===== src/hw/pwr_params.svh =====
/*
 * offsets, field positions, reset values and counts of the power-save
 * clock manager. assumes a 32-bit apb with byte addresses.
 */
`ifndef PWR_PARAMS_SVH
`define PWR_PARAMS_SVH

// register byte offsets
`define PWR_OFF_CLOCK_DIVIDER_REG   8'h00
`define PWR_OFF_MOD_DIS  8'h04
`define PWR_OFF_MOD_EN   8'h08
`define PWR_OFF_MOD_IDL  8'h0c
`define PWR_OFF_STATUS   8'h10

// clock_divider_reg fields
`define PWR_ROI_BIT      15
`define PWR_RATIO_HI     14
`define PWR_RATIO_LO     12
`define PWR_DOZE_BIT     11

// reset values
`define PWR_RATIO_RST    3'h0
`define PWR_MOD_EN_RST   1'b1

// power-save instruction operand
`define PWR_SEL_SLEEP    1'b0
`define PWR_SEL_IDLE     1'b1

// doze divider counter width (1:256 needs 8 bits)
`define PWR_DIV_W        8

`endif


===== src/hw/pwr_pkg.sv =====
/*
 * types of the power-save clock manager.
 * assumes nothing of its surroundings.
 */
package pwr_pkg;
    // operating state of the device
    typedef enum logic [1:0] {
        ST_RUN,
        ST_ENTER,
        ST_SLEEP,
        ST_IDLE
    } pwr_state_type;
endpackage


===== src/hw/power_save_clock_manager.sv =====
/*
 * power-save clock manager: sleep and idle entered by the power-save
 * instruction, doze cpu clock divider, per-module clock gating.
 * assumes the decoder, interrupt controller and watchdog run on i_clk;
 * apb slave with zero wait states.
 */
// Behaviour
// - only power-save instruction enters sleep or idle
// - sleep stops clocks, idle halts cpu only
// - wake on interrupt, reset or watchdog timeout
// - sleep shuts system clock and oscillator
// - fail-safe monitor inactive during sleep
// - rc clock runs in sleep if watchdog on
// - watchdog, if on, cleared just before sleep
// - sleep disables system-clocked peripherals
// - resume on clock source used before sleep
// - watchdog cleared on idle entry
// - idle keeps system clock, peripherals run
// - idle keeps rc clock for watchdog/monitor
// - idle wake restarts cpu at once
// - interrupt during instruction deferred until entry
// - doze slows only the cpu clock
// - doze keeps clock domains synchronized
// - doze enable at bit 11
// - ratio field 14:12, 1:1 to 1:256
// - return-on-interrupt bit 15 restores full speed
// - module disable gates clocks and registers
// - enable clear stops function, keeps registers
// - stop-in-idle bit stops module in idle
`include "pwr_params.svh"
`timescale 1ns/1ns
`default_nettype none

module power_save_clock_manager #(
    parameter int          N_MOD       = 8,
    parameter logic [7:0]  EXT_CLK_MASK = 8'h00
) (
    // clock and reset
    input  wire logic              i_clk,
    input  wire logic              i_nrst,
    // apb slave
    input  wire logic              i_psel,
    input  wire logic              i_penable,
    input  wire logic              i_pwrite,
    input  wire logic [7:0]        i_paddr,
    input  wire logic [31:0]       i_pwdata,
    output logic [31:0]            o_prdata,
    output logic                   o_pready,
    output logic                   o_pslverr,
    // instruction decoder
    input  wire logic              i_power_save_instruction_valid,
    input  wire logic              i_power_save_instruction_sel,
    // wake sources and system state
    input  wire logic              i_irq_pending,
    input  wire logic              i_wdt_timeout,
    input  wire logic              i_wdt_enable,
    input  wire logic              i_fail_safe_clock_monitor_enable,
    input  wire logic [2:0]        i_cur_clk_src,
    // clock control
    output logic                   o_cpu_clk_en,
    output logic                   o_cpu_halt,
    output logic                   o_sysclk_run,
    output logic                   o_osc_en,
    output logic                   o_fail_safe_clock_monitor_active,
    output logic                   o_low_power_rc_clock_run,
    output logic                   o_wdt_clear,
    output logic [2:0]             o_resume_clk_src,
    // peripheral control
    output logic [N_MOD-1:0]       o_periph_clk_en,
    output logic [N_MOD-1:0]       o_periph_func_en,
    output logic [N_MOD-1:0]       o_periph_reg_access
);

    ////////////////////////////////////////////////////////////////////
    // registers and state

    pwr_pkg::pwr_state_type  state_r;
    pwr_pkg::pwr_state_type  state_nxt;
    logic                    sel_idle_r;
    logic                    roi_r;
    logic [2:0]              ratio_r;
    logic                    doze_en_r;
    logic [N_MOD-1:0]        mod_dis_r;
    logic [N_MOD-1:0]        mod_en_r;
    logic [N_MOD-1:0]        mod_idl_r;
    logic [`PWR_DIV_W-1:0]   div_cnt_r;
    logic [`PWR_DIV_W-1:0]   div_max;
    logic                    wake;
    logic                    doze_eff;
    logic                    wr_en;
    logic                    setup;
    logic [31:0]             rd_val;
    logic                    rd_hit;

    assign wake     = i_irq_pending | i_wdt_timeout;
    assign doze_eff = doze_en_r & (ratio_r != 3'h0);
    assign setup    = i_psel & ~i_penable;
    assign wr_en    = i_psel & i_penable & o_pready & i_pwrite;
    // power-of-two divisor minus one; top code reaches 1:256
    assign div_max  = (ratio_r == 3'h7) ? {`PWR_DIV_W{1'b1}}
                                        : `PWR_DIV_W'((9'h1 << ratio_r) - 9'h1);

    ////////////////////////////////////////////////////////////////////
    // power state machine

    // next state; irq ignored while entering
    always_comb begin
        state_nxt = state_r;
        case (state_r)
            pwr_pkg::ST_RUN: begin
                if (i_power_save_instruction_valid) begin
                    state_nxt = pwr_pkg::ST_ENTER;
                end
            end
            pwr_pkg::ST_ENTER: begin
                if (sel_idle_r) begin
                    state_nxt = pwr_pkg::ST_IDLE;
                end else begin
                    state_nxt = pwr_pkg::ST_SLEEP;
                end
            end
            pwr_pkg::ST_SLEEP, pwr_pkg::ST_IDLE: begin
                if (wake) begin
                    state_nxt = pwr_pkg::ST_RUN;
                end
            end
            default: begin
                state_nxt = pwr_pkg::ST_RUN;
            end
        endcase
    end

    // state register
    always_ff @(posedge i_clk or negedge i_nrst) begin
        if (!i_nrst) begin
            state_r <= pwr_pkg::ST_RUN;
        end else begin
            state_r <= state_nxt;
        end
    end

    // instruction operand capture
    always_ff @(posedge i_clk or negedge i_nrst) begin
        if (!i_nrst) begin
            sel_idle_r <= 1'b0;
        end else if (state_r == pwr_pkg::ST_RUN && i_power_save_instruction_valid) begin
            sel_idle_r <= (i_power_save_instruction_sel == `PWR_SEL_IDLE);
        end
    end

    ////////////////////////////////////////////////////////////////////
    // clock source control outputs

    // clocks, oscillator, monitor and rc clock
    always_ff @(posedge i_clk or negedge i_nrst) begin
        if (!i_nrst) begin
            o_cpu_halt    <= 1'b0;
            o_sysclk_run  <= 1'b1;
            o_osc_en      <= 1'b1;
            o_fail_safe_clock_monitor_active <= 1'b0;
            o_low_power_rc_clock_run    <= 1'b0;
        end else begin
            o_cpu_halt    <= (state_nxt != pwr_pkg::ST_RUN);
            o_sysclk_run  <= (state_nxt != pwr_pkg::ST_SLEEP);
            o_osc_en      <= (state_nxt != pwr_pkg::ST_SLEEP);
            o_fail_safe_clock_monitor_active <= i_fail_safe_clock_monitor_enable
                             & (state_nxt != pwr_pkg::ST_SLEEP);
            if (state_nxt == pwr_pkg::ST_SLEEP) begin
                o_low_power_rc_clock_run <= i_wdt_enable;
            end else begin
                o_low_power_rc_clock_run <= i_wdt_enable | i_fail_safe_clock_monitor_enable;
            end
        end
    end

    // watchdog clear pulse on entry
    always_ff @(posedge i_clk or negedge i_nrst) begin
        if (!i_nrst) begin
            o_wdt_clear <= 1'b0;
        end else if (state_nxt == pwr_pkg::ST_ENTER) begin
            o_wdt_clear <= i_wdt_enable
                           | (i_power_save_instruction_sel == `PWR_SEL_IDLE);
        end else begin
            o_wdt_clear <= 1'b0;
        end
    end

    // clock source held across sleep
    always_ff @(posedge i_clk or negedge i_nrst) begin
        if (!i_nrst) begin
            o_resume_clk_src <= 3'h0;
        end else if (state_r != pwr_pkg::ST_SLEEP) begin
            o_resume_clk_src <= i_cur_clk_src;
        end
    end

    ////////////////////////////////////////////////////////////////////
    // doze divider

    // counter on the system clock keeps both domains aligned
    always_ff @(posedge i_clk or negedge i_nrst) begin
        if (!i_nrst) begin
            div_cnt_r <= '0;
        end else if (!doze_eff || div_cnt_r >= div_max) begin
            div_cnt_r <= '0;
        end else begin
            div_cnt_r <= div_cnt_r + `PWR_DIV_W'(1);
        end
    end

    // cpu clock enable pulse, one in div_max+1 cycles
    always_ff @(posedge i_clk or negedge i_nrst) begin
        if (!i_nrst) begin
            o_cpu_clk_en <= 1'b0;
        end else begin
            o_cpu_clk_en <= (state_nxt == pwr_pkg::ST_RUN)
                            & (!doze_eff || div_cnt_r == '0);
        end
    end

    ////////////////////////////////////////////////////////////////////
    // peripheral control

    // clock gate, function enable, register access
    always_ff @(posedge i_clk or negedge i_nrst) begin
        if (!i_nrst) begin
            o_periph_clk_en     <= '0;
            o_periph_func_en    <= '0;
            o_periph_reg_access <= '0;
        end else begin
            for (int i = 0; i < N_MOD; i++) begin
                o_periph_clk_en[i] <= ~mod_dis_r[i]
                    & ~(state_nxt == pwr_pkg::ST_SLEEP
                        & ~EXT_CLK_MASK[i])
                    & ~(state_nxt == pwr_pkg::ST_IDLE
                        & mod_idl_r[i]);
                o_periph_func_en[i] <= mod_en_r[i] & ~mod_dis_r[i];
                o_periph_reg_access[i] <= ~mod_dis_r[i];
            end
        end
    end

    ////////////////////////////////////////////////////////////////////
    // apb slave

    // read mux
    always_comb begin
        rd_val = 32'h0;
        rd_hit = 1'b1;
        case (i_paddr)
            `PWR_OFF_CLOCK_DIVIDER_REG: begin
                rd_val[`PWR_ROI_BIT]                  = roi_r;
                rd_val[`PWR_RATIO_HI:`PWR_RATIO_LO] = ratio_r;
                rd_val[`PWR_DOZE_BIT]                 = doze_en_r;
            end
            `PWR_OFF_MOD_DIS: rd_val[N_MOD-1:0] = mod_dis_r;
            `PWR_OFF_MOD_EN:  rd_val[N_MOD-1:0] = mod_en_r;
            `PWR_OFF_MOD_IDL: rd_val[N_MOD-1:0] = mod_idl_r;
            `PWR_OFF_STATUS: begin
                rd_val[1:0] = state_r;
                rd_val[4:2] = o_resume_clk_src;
            end
            default: rd_hit = 1'b0;
        endcase
    end

    // answer registered in the setup cycle
    always_ff @(posedge i_clk or negedge i_nrst) begin
        if (!i_nrst) begin
            o_pready  <= 1'b0;
            o_prdata  <= 32'h0;
            o_pslverr <= 1'b0;
        end else begin
            o_pready  <= setup;
            o_pslverr <= setup & ~rd_hit;
            o_prdata  <= (setup & ~i_pwrite) ? rd_val : 32'h0;
        end
    end

    // divider register; interrupt clear of doze wins over a write
    always_ff @(posedge i_clk or negedge i_nrst) begin
        if (!i_nrst) begin
            roi_r     <= 1'b0;
            ratio_r   <= `PWR_RATIO_RST;
            doze_en_r <= 1'b0;
        end else begin
            if (wr_en && i_paddr == `PWR_OFF_CLOCK_DIVIDER_REG) begin
                roi_r     <= i_pwdata[`PWR_ROI_BIT];
                ratio_r   <= i_pwdata[`PWR_RATIO_HI:`PWR_RATIO_LO];
                doze_en_r <= i_pwdata[`PWR_DOZE_BIT];
            end
            if (roi_r && i_irq_pending) begin
                doze_en_r <= 1'b0;
            end
        end
    end

    // module control registers
    always_ff @(posedge i_clk or negedge i_nrst) begin
        if (!i_nrst) begin
            mod_dis_r <= '0;
            mod_en_r  <= {N_MOD{`PWR_MOD_EN_RST}};
            mod_idl_r <= '0;
        end else if (wr_en) begin
            case (i_paddr)
                `PWR_OFF_MOD_DIS: mod_dis_r <= i_pwdata[N_MOD-1:0];
                `PWR_OFF_MOD_EN:  mod_en_r  <= i_pwdata[N_MOD-1:0];
                `PWR_OFF_MOD_IDL: mod_idl_r <= i_pwdata[N_MOD-1:0];
                default: ;
            endcase
        end
    end

    ////////////////////////////////////////////////////////////////////
    // checks

    chk_entry_by_instr: assert property (
        @(posedge i_clk) disable iff (!i_nrst)
        state_r == pwr_pkg::ST_ENTER |->
            $past(i_power_save_instruction_valid) && $past(state_r) == pwr_pkg::ST_RUN)
        else $error("low-power entry without instruction");

    chk_sleep_clk_off: assert property (
        @(posedge i_clk) disable iff (!i_nrst)
        state_r == pwr_pkg::ST_SLEEP |->
            !o_sysclk_run && !o_osc_en && o_cpu_halt && !o_fail_safe_clock_monitor_active)
        else $error("clock running in sleep");

    chk_idle_clk_on: assert property (
        @(posedge i_clk) disable iff (!i_nrst)
        state_r == pwr_pkg::ST_IDLE |-> o_sysclk_run && o_cpu_halt)
        else $error("idle clock state wrong");

    chk_wake_event: assert property (
        @(posedge i_clk) disable iff (!i_nrst)
        (state_r == pwr_pkg::ST_SLEEP || state_r == pwr_pkg::ST_IDLE)
            && wake |=> state_r == pwr_pkg::ST_RUN && !o_cpu_halt)
        else $error("no wake on event");

    chk_irq_deferred: assert property (
        @(posedge i_clk) disable iff (!i_nrst)
        state_r == pwr_pkg::ST_ENTER |=>
            state_r == pwr_pkg::ST_SLEEP || state_r == pwr_pkg::ST_IDLE)
        else $error("entry aborted");

    chk_low_power_rc_clock_sleep: assert property (
        @(posedge i_clk) disable iff (!i_nrst)
        state_r == pwr_pkg::ST_SLEEP && $past(i_wdt_enable) |-> o_low_power_rc_clock_run)
        else $error("rc clock off in sleep");

    chk_wdt_clear: assert property (
        @(posedge i_clk) disable iff (!i_nrst)
        state_r == pwr_pkg::ST_ENTER && $past(i_wdt_enable) |->
            o_wdt_clear ##1 !o_wdt_clear)
        else $error("watchdog not cleared on entry");

    chk_resume_src: assert property (
        @(posedge i_clk) disable iff (!i_nrst)
        state_r == pwr_pkg::ST_SLEEP ##1 state_r == pwr_pkg::ST_SLEEP
            |-> $stable(o_resume_clk_src))
        else $error("clock source lost in sleep");

    chk_doze_cnt: assert property (
        @(posedge i_clk) disable iff (!i_nrst)
        doze_eff && $stable(ratio_r) && div_cnt_r == '0 && !i_power_save_instruction_valid
            && state_r == pwr_pkg::ST_RUN |=> o_cpu_clk_en)
        else $error("doze pulse missing");

    chk_roi_clear: assert property (
        @(posedge i_clk) disable iff (!i_nrst)
        roi_r && i_irq_pending |=> !doze_en_r)
        else $error("doze kept after interrupt");

    chk_pmd_gate: assert property (
        @(posedge i_clk) disable iff (!i_nrst)
        (($past(mod_dis_r) & (o_periph_clk_en | o_periph_reg_access))
            == '0))
        else $error("disabled module clocked");

    chk_idle_stop: assert property (
        @(posedge i_clk) disable iff (!i_nrst)
        state_r == pwr_pkg::ST_IDLE |->
            ((o_periph_clk_en & $past(mod_idl_r)) == '0))
        else $error("module runs in idle");

endmodule

`default_nettype wire


===== config.mk =====
export PLATFORM = sky130hd
export DESIGN_NAME = power_save_clock_manager
export DESIGN_NICKNAME = d
export VERILOG_FILES = /design/src/hw/pwr_pkg.sv /design/src/hw/power_save_clock_manager.sv
export VERILOG_INCLUDE_DIRS = /design/src /design/src/hw
export SDC_FILE = /design/constraint.sdc
export NUM_CORES = 1
export LEC_CHECK = 0
export ABC_AREA = 0
export BUFFER_PORTS_ARGS = -buffer_cell sky130_fd_sc_hd__buf_2
export CORE_MARGIN = 10
export CORE_UTILIZATION = 46
export CTS_CLUSTER_DIAMETER = 200
export CTS_CLUSTER_SIZE = 12
export DETAILED_ROUTE_END_ITERATION = 10
export GPL_TIMING_DRIVEN = 0
export PLACE_DENSITY = 0.75
export SKIP_CTS_REPAIR_TIMING = 1
export SLEW_MARGIN = 20
export SYNTH_ARGS = -nofsm -noshare
export SYNTH_HDL_FRONTEND = slang
export SYNTH_SLANG_ARGS = --single-unit

===== constraint.sdc =====
create_clock -name i_clk -period 2.5 [get_ports i_clk]
set_clock_uncertainty 0.2 [all_clocks]
set_input_delay 0.25 -clock i_clk [delete_from_list [all_inputs] [get_ports i_clk]]
set_output_delay 0.25 -clock i_clk [all_outputs]
set_load 0.02 [all_outputs]

# Yosys cells after proc, flatten, opt, wreduce, memory -nomap -nowiden
# Cells that the tools add are included.
[op_classes]
eq_ne = 13
n_addsub = 2
bitwise_logic = 64
order_cmp = 1
muxes = 15
n_reduce_logical = 18
shifts = 1
[op_table]
columns = ["operator", "count"]
rows = [
  ["$and A1 B1 Y1", 41],
  ["$not A1 Y1", 20],
  ["$pmux W5 S4", 1],
  ["$eq A8 B4 Y1 const B", 2],
  ["$logic_not A8 Y1", 2],
  ["$mux W16", 1],
  ["$mux W8", 2],
  ["$pmux W3 S3", 1],
  ["$add A8 B1 Y8 const B", 1],
  ["$eq A2 B2 Y1 const B", 4],
  ["$eq A8 B3 Y1 const B", 1],
  ["$eq A8 B5 Y1 const B", 1],
  ["$ge A8 B8 Y1", 1],
  ["$shl A1 B3 Y8 const A", 1],
  ["$sub A8 B1 Y8 const B", 1],
  ["$mux W1", 6],
  ["$pmux W2 S3", 1],
  ["$reduce_and A2 Y1", 3],
  ["$mux W5", 1],
  ["$reduce_or A5 Y1", 1],
  ["$eq A2 B1 Y1 const B", 2],
  ["$logic_not A2 Y1", 2],
  ["$mux W2", 2],
  ["$ne A2 B2 Y1 const B", 2],
  ["other kinds (8)", 14],
]
[totals]
wordCells = 136
register_bits = 91

# Depth between registers and ports, before layout
[depth]
word_depth = 7
depth_mapped = 7
depth_no_buf = 6

# Least setup slack after synthesis
# Ideal clock, no wire load.
[synth_path]
path_kind = "reg-to-reg"
from = "reg ratio_r[1]"
to = "reg div_cnt_r[2]"
n_path_buf = 1
t_arrival_ns = 2.113
stages_incl_launch_ff = 8
t_required_ns = 2.136
setup_slack_ns = 0.023
setup_time_ns = 0.164
path_cell_list = "dfrtp_1 clkbuf_1 or3_1 ha_1 nand2b_1 a31oi_1 o41ai_1 nor3_1"
[synth_via]
elab_chain_len = 6
elab_cells_between_ends = 10
cone_classes = "add/sub (1); order compare (1); eq/ne (1); shift (1); mux (2); bitwise (1); reduce/logical (3)"
[synth_lines]
columns = ["element", "line_no", "source"]
rows = [
  ["start: declaration", "power_save_clock_manager.sv:81", "logic [2:0] ratio_r;"],
  ["start signal: assignment", "power_save_clock_manager.sv:284", "ratio_r <= `PWR_RATIO_RST;"],
  ["start signal: assignment", "power_save_clock_manager.sv:289", "ratio_r <= i_pwdata[`PWR_RATIO_HI:`PWR_RATIO_LO];"],
  ["$shl A1 B3 Y8", "power_save_clock_manager.sv:101", ": `PWR_DIV_W'((9'h1 << ratio_r) - 9'h1);"],
  ["$sub A8 B1 Y8", "power_save_clock_manager.sv:101", ""],
  ["$mux W8", "power_save_clock_manager.sv:100", "assign div_max = (ratio_r == 3'h7) ? {`PWR_DIV_W{1'b1}}"],
  ["$ge A8 B8 Y1", "power_save_clock_manager.sv:204", "end else if (!doze_eff || div_cnt_r >= div_max) begin"],
  ["$logic_or A1 B1 Y1 (*)", "power_save_clock_manager.sv:204", ""],
  ["$mux W8 (*)", "power_save_clock_manager.sv:204", ""],
  ["end signal: assignment", "power_save_clock_manager.sv:207", "div_cnt_r <= div_cnt_r + `PWR_DIV_W'(1);"],
  ["end: declaration", "power_save_clock_manager.sv:86", "logic [`PWR_DIV_W-1:0] div_cnt_r;"],
]
# Mark *: on every way between the ends. The rest lies on a longest branch, timed or not.
# A chain may end at the register's enable or synchronous reset.

# Worst setup path in the final report
[layout_path]
from = "reg ratio_r[1]"
to = "reg div_cnt_r[4]"
# The elaborated chain is that of the path after synthesis.

==> impl_metrics.env <==
export IMPL_hpwl_um=6830
export IMPL_final_setup_worst_slack_ns=0.166
export IMPL_postLayoutCoreUtil_pct=60.9
export IMPL_timing_critical_path_fanout_max=10
export IMPL_yosys_register_bits=88
export IMPL_setup_repair_after_global_routing_missed_its_margin="false"
export IMPL_via_per_inst=4.99
export IMPL_vdd_ir_drop_max_uv=348
export IMPL_ys_types=46
export IMPL_finalNonFillerCells=563
export IMPL_start_util_pct=47.6
export IMPL_cts_inserted_buffers=9
export IMPL_route_detailed_drc=0
export IMPL_fp_dieArea_um2=12700
export IMPL_multi_input_area_um2=1550
export IMPL_drc_marker_count_from_the_first_detailed_route_iteration=172
export IMPL_io_buffers=82
export IMPL_cts_path_max_buffers=2
export IMPL_finalCritPeriodShare_pct=93.4
export IMPL_postSynth_topFlopCell="sky130_fd_sc_hd__dfrtp_1"
export IMPL_timing_worst_slew_pin_value_ns=0.941
export IMPL_grt_total_usage_pct=14.3
export IMPL_ys_async_sr_fraction_pct=100
export IMPL_seqCellArea_um2=2210
export IMPL_post_synth_cell_area_avg_um2=12.3
export IMPL_totalWireLength_um=9220
export IMPL_clock_tree_root_cell="sky130_fd_sc_hd__clkbuf_8"
export IMPL_final_setup_viol_count=0
export IMPL_die_x_um=112
export IMPL_p_sw_mw=1.02
export IMPL_drv_max_cap_violation_count=0
export IMPL_cell_internal_pwr_mw=2.52
export IMPL_syn_area_um2=3930
export IMPL_clock_insertion_delay_worst_skew_ns=0.35
export IMPL_sort_of_element_at_the_end_of_the_critical_path="flop"
export IMPL_num_io_pins=122
export IMPL_first_global_vias=2877
export IMPL_grt_first_pass_wirelength_um=14700
export IMPL_combinationalPowerShare_pct=20.9
export IMPL_htree_num_levels=3
export IMPL_drtAntennaViolNets=0
export IMPL_slew_viol_final=0
export IMPL_dpl_worst_slack_ns=0.0205
export IMPL_fp_coreArea_um2=8260
export IMPL_number_of_antenna_violations_at_the_first_check_in_global_routing=0
export IMPL_yosysSeqAreaShare_pct=56.3
export IMPL_nFillCells=675
export IMPL_drt_pass1_iter_count=4
export IMPL_cellPowerDensity_nw_per_um2=704
export IMPL_place_gp_congestion=0.854
export IMPL_insertedDiodeCount=0
export IMPL_dpl_cell_count=527
export IMPL_area_growth_synth_to_final_pct=27.9
export IMPL_worst_hold_slack_ns=-0.0144
export IMPL_layout_drive_gt1_share_pct=38.2
export IMPL_failed_checks="hold timing"
export IMPL_critical_path_slowest_cell="sky130_fd_sc_hd__o41ai_4"
export IMPL_design_area_um2=5030
export IMPL_clock_power_share_pct=33.4
export IMPL_worstPathArrival_ns=2.35
export IMPL_worst_setup_path_start_kind="flop"
export IMPL_p_leak_nw=2.47
export IMPL_run_status="complete, but fails checks"
export IMPL_synth_edff_count=0
export IMPL_clkTransAtPathRegs_ns=0.09
export IMPL_largest_net_degree_at_the_start_of_global_routing=50
export IMPL_worstPathRequired_ns=2.51
export IMPL_relative_max_transition_margin_pct=36.8
export IMPL_clock_net_sink_count=88
export IMPL_dpl_cell_area_um2=4570
export IMPL_fmax_mhz=428
export IMPL_hold_viol=2
export IMPL_detail_route_wl_per_cell_um=16.4
export IMPL_final_period_minus_worst_setup_slack_ns=2.33
export IMPL_synthesis_yosys_warnings=0
export IMPL_die_height_um=112
export IMPL_fp_row_count=33
export IMPL_final_net_count=517
export IMPL_critical_path_class="reg -> reg"
export IMPL_worstHoldPathType="in -> reg"
export IMPL_most_common_library_cell_in_the_layout_ignoring_fill_and_taps="sky130_fd_sc_hd__buf_2"
export IMPL_swShare_pct=28.8
export IMPL_cpPeakStageDelay_ns=0.45
export IMPL_final_cell_mix="sky130_fd_sc_hd__buf_2 (81), sky130_fd_sc_hd__dfrtp_1 (79), sky130_fd_sc_hd__buf_4 (21), sky130_fd_sc_hd__dlygate4sd3_1 (20)"
export IMPL_timing_critical_path_cells="clkbuf_1, or3_1, ha_1, nand2b_1, a31oi_1, o41ai_4, nor3_1"
export IMPL_global_route_overflow_total=0
export IMPL_tritoncts_clock_tree="done"
export IMPL_routed_via_count=2807
export IMPL_seq_power_share_pct=45.7
export IMPL_syn_inst=321
layer usage:
metal | routed length, um | vias up | track usage (%)
met5 | 0 | - | 0
met4 | 200 | 0 | 6.18
met3 | 641 | 17 | 4.42
met2 | 4590 | 97 | 23.6
met1 | 3790 | 1349 | 16.9
li1 | - | 1344 | -
registers in the layout, indices dropped and copies added, names as in the netlist, 2 cells and up:
signal	flops
div_cnt_r	8
mod_idl_r	8
o_periph_reg_access	8
mod_dis_r	8
state_r	2
o_prdata	13
ratio_r	3
mod_en_r	8
o_periph_func_en	8
o_periph_clk_en	8
o_resume_clk_src	3
layout make-up:
type                       instances  area share (%)
sequential                        88            44.0
clock inverter                     6            2.34
tap                              105            2.61
buffer                            28            4.03
clock buffer                      10            2.54
multi-input combinational        209            30.8
inverter                          14            1.04
timing repair buffer             103            12.6
cell usage after synthesis (all sizes together), types with 4 or more instances:
cell type  count  share of area [%]
nor2          13                1.2
mux2          31                 10
buf           23                4.7
ha            10                3.2
dfstp          9                6.0
or3            7                1.1
o21ai          5               0.64
inv           14                1.3
nor2b         10                1.6
clkbuf         5               0.48
or2            9                1.5
nand2         13                1.2
nor3          12                1.5
a22oi          4               0.76
xor2           5                1.1
a21oi         19                2.4
and2           5               0.80
a22o           5                1.1
dfrtp         79                 50
nand3          8                1.0
metrics by stage:
stage | setup TNS [ns] | total power [mW]
floorplan | 0 | 2.09
global placement | -2.67 | 2.34
detailed placement | 0 | 2.37
CTS | -0.111 | 3.55
global route | 0 | 3.70
finish | 0 | 3.54
worst max-delay path, delay by kind of cell, from the launching register on:
| family | cells | cell delay, ns |
|---|---|---|
| AND/OR/NAND/NOR | 3 | 0.59 |
| AO/OA/AOI/OAI | 2 | 0.58 |
| flip-flops | 1 | 0.37 |
| adder cells (fa/ha/maj) | 1 | 0.27 |
| buffers and inverters | 1 | 0.19 |
cell families (layout without fill, tap and decap cells):
| group | count (synthesis) | in the layout | share of synthesized area [%] |
|---|---|---|---|
| buffers and inverters | 42 | 161 | 6.49 |
| and+or+nand+nor | 97 | 97 | 14.5 |
| adders and majority gates | 10 | 10 | 3.18 |
| xor gates and xnor gates | 6 | 6 | 1.34 |
| AOI/OAI and AO/OA | 43 | 43 | 7.00 |
| DFF | 88 | 88 | 56.3 |
| muxes | 34 | 34 | 11.2 |
| other | 1 | 19 | 0.0953 |
path summary, 6_finish.rpt:
check,startpoint,endpoint,slack [ns],cells after the start
min in group asynchronous,i_nrst,div_cnt_r[1],0.26,2
worst max-delay path,ratio_r[1],div_cnt_r[4],0.17,7
worst min-delay path,i_power_save_instruction_valid,state_r[0],-0.01,3
worst max register to register,ratio_r[1],div_cnt_r[4],0.17,7
max in group asynchronous,i_nrst,mod_en_r[4],1.16,3
worst min register to register,roi_r,doze_en_r,0.27,1
power groups by stage:
stage               Combinational (mW)  Sequential (mW)  Clock, mW
finish                           0.739             1.62       1.18
global route                     0.809             1.64       1.26
CTS                              0.726             1.62       1.21
detailed placement               0.722             1.64          0
global placement                 0.697             1.64          0
floorplan                        0.313             1.77          0
(Power assumes the default switching activity.)
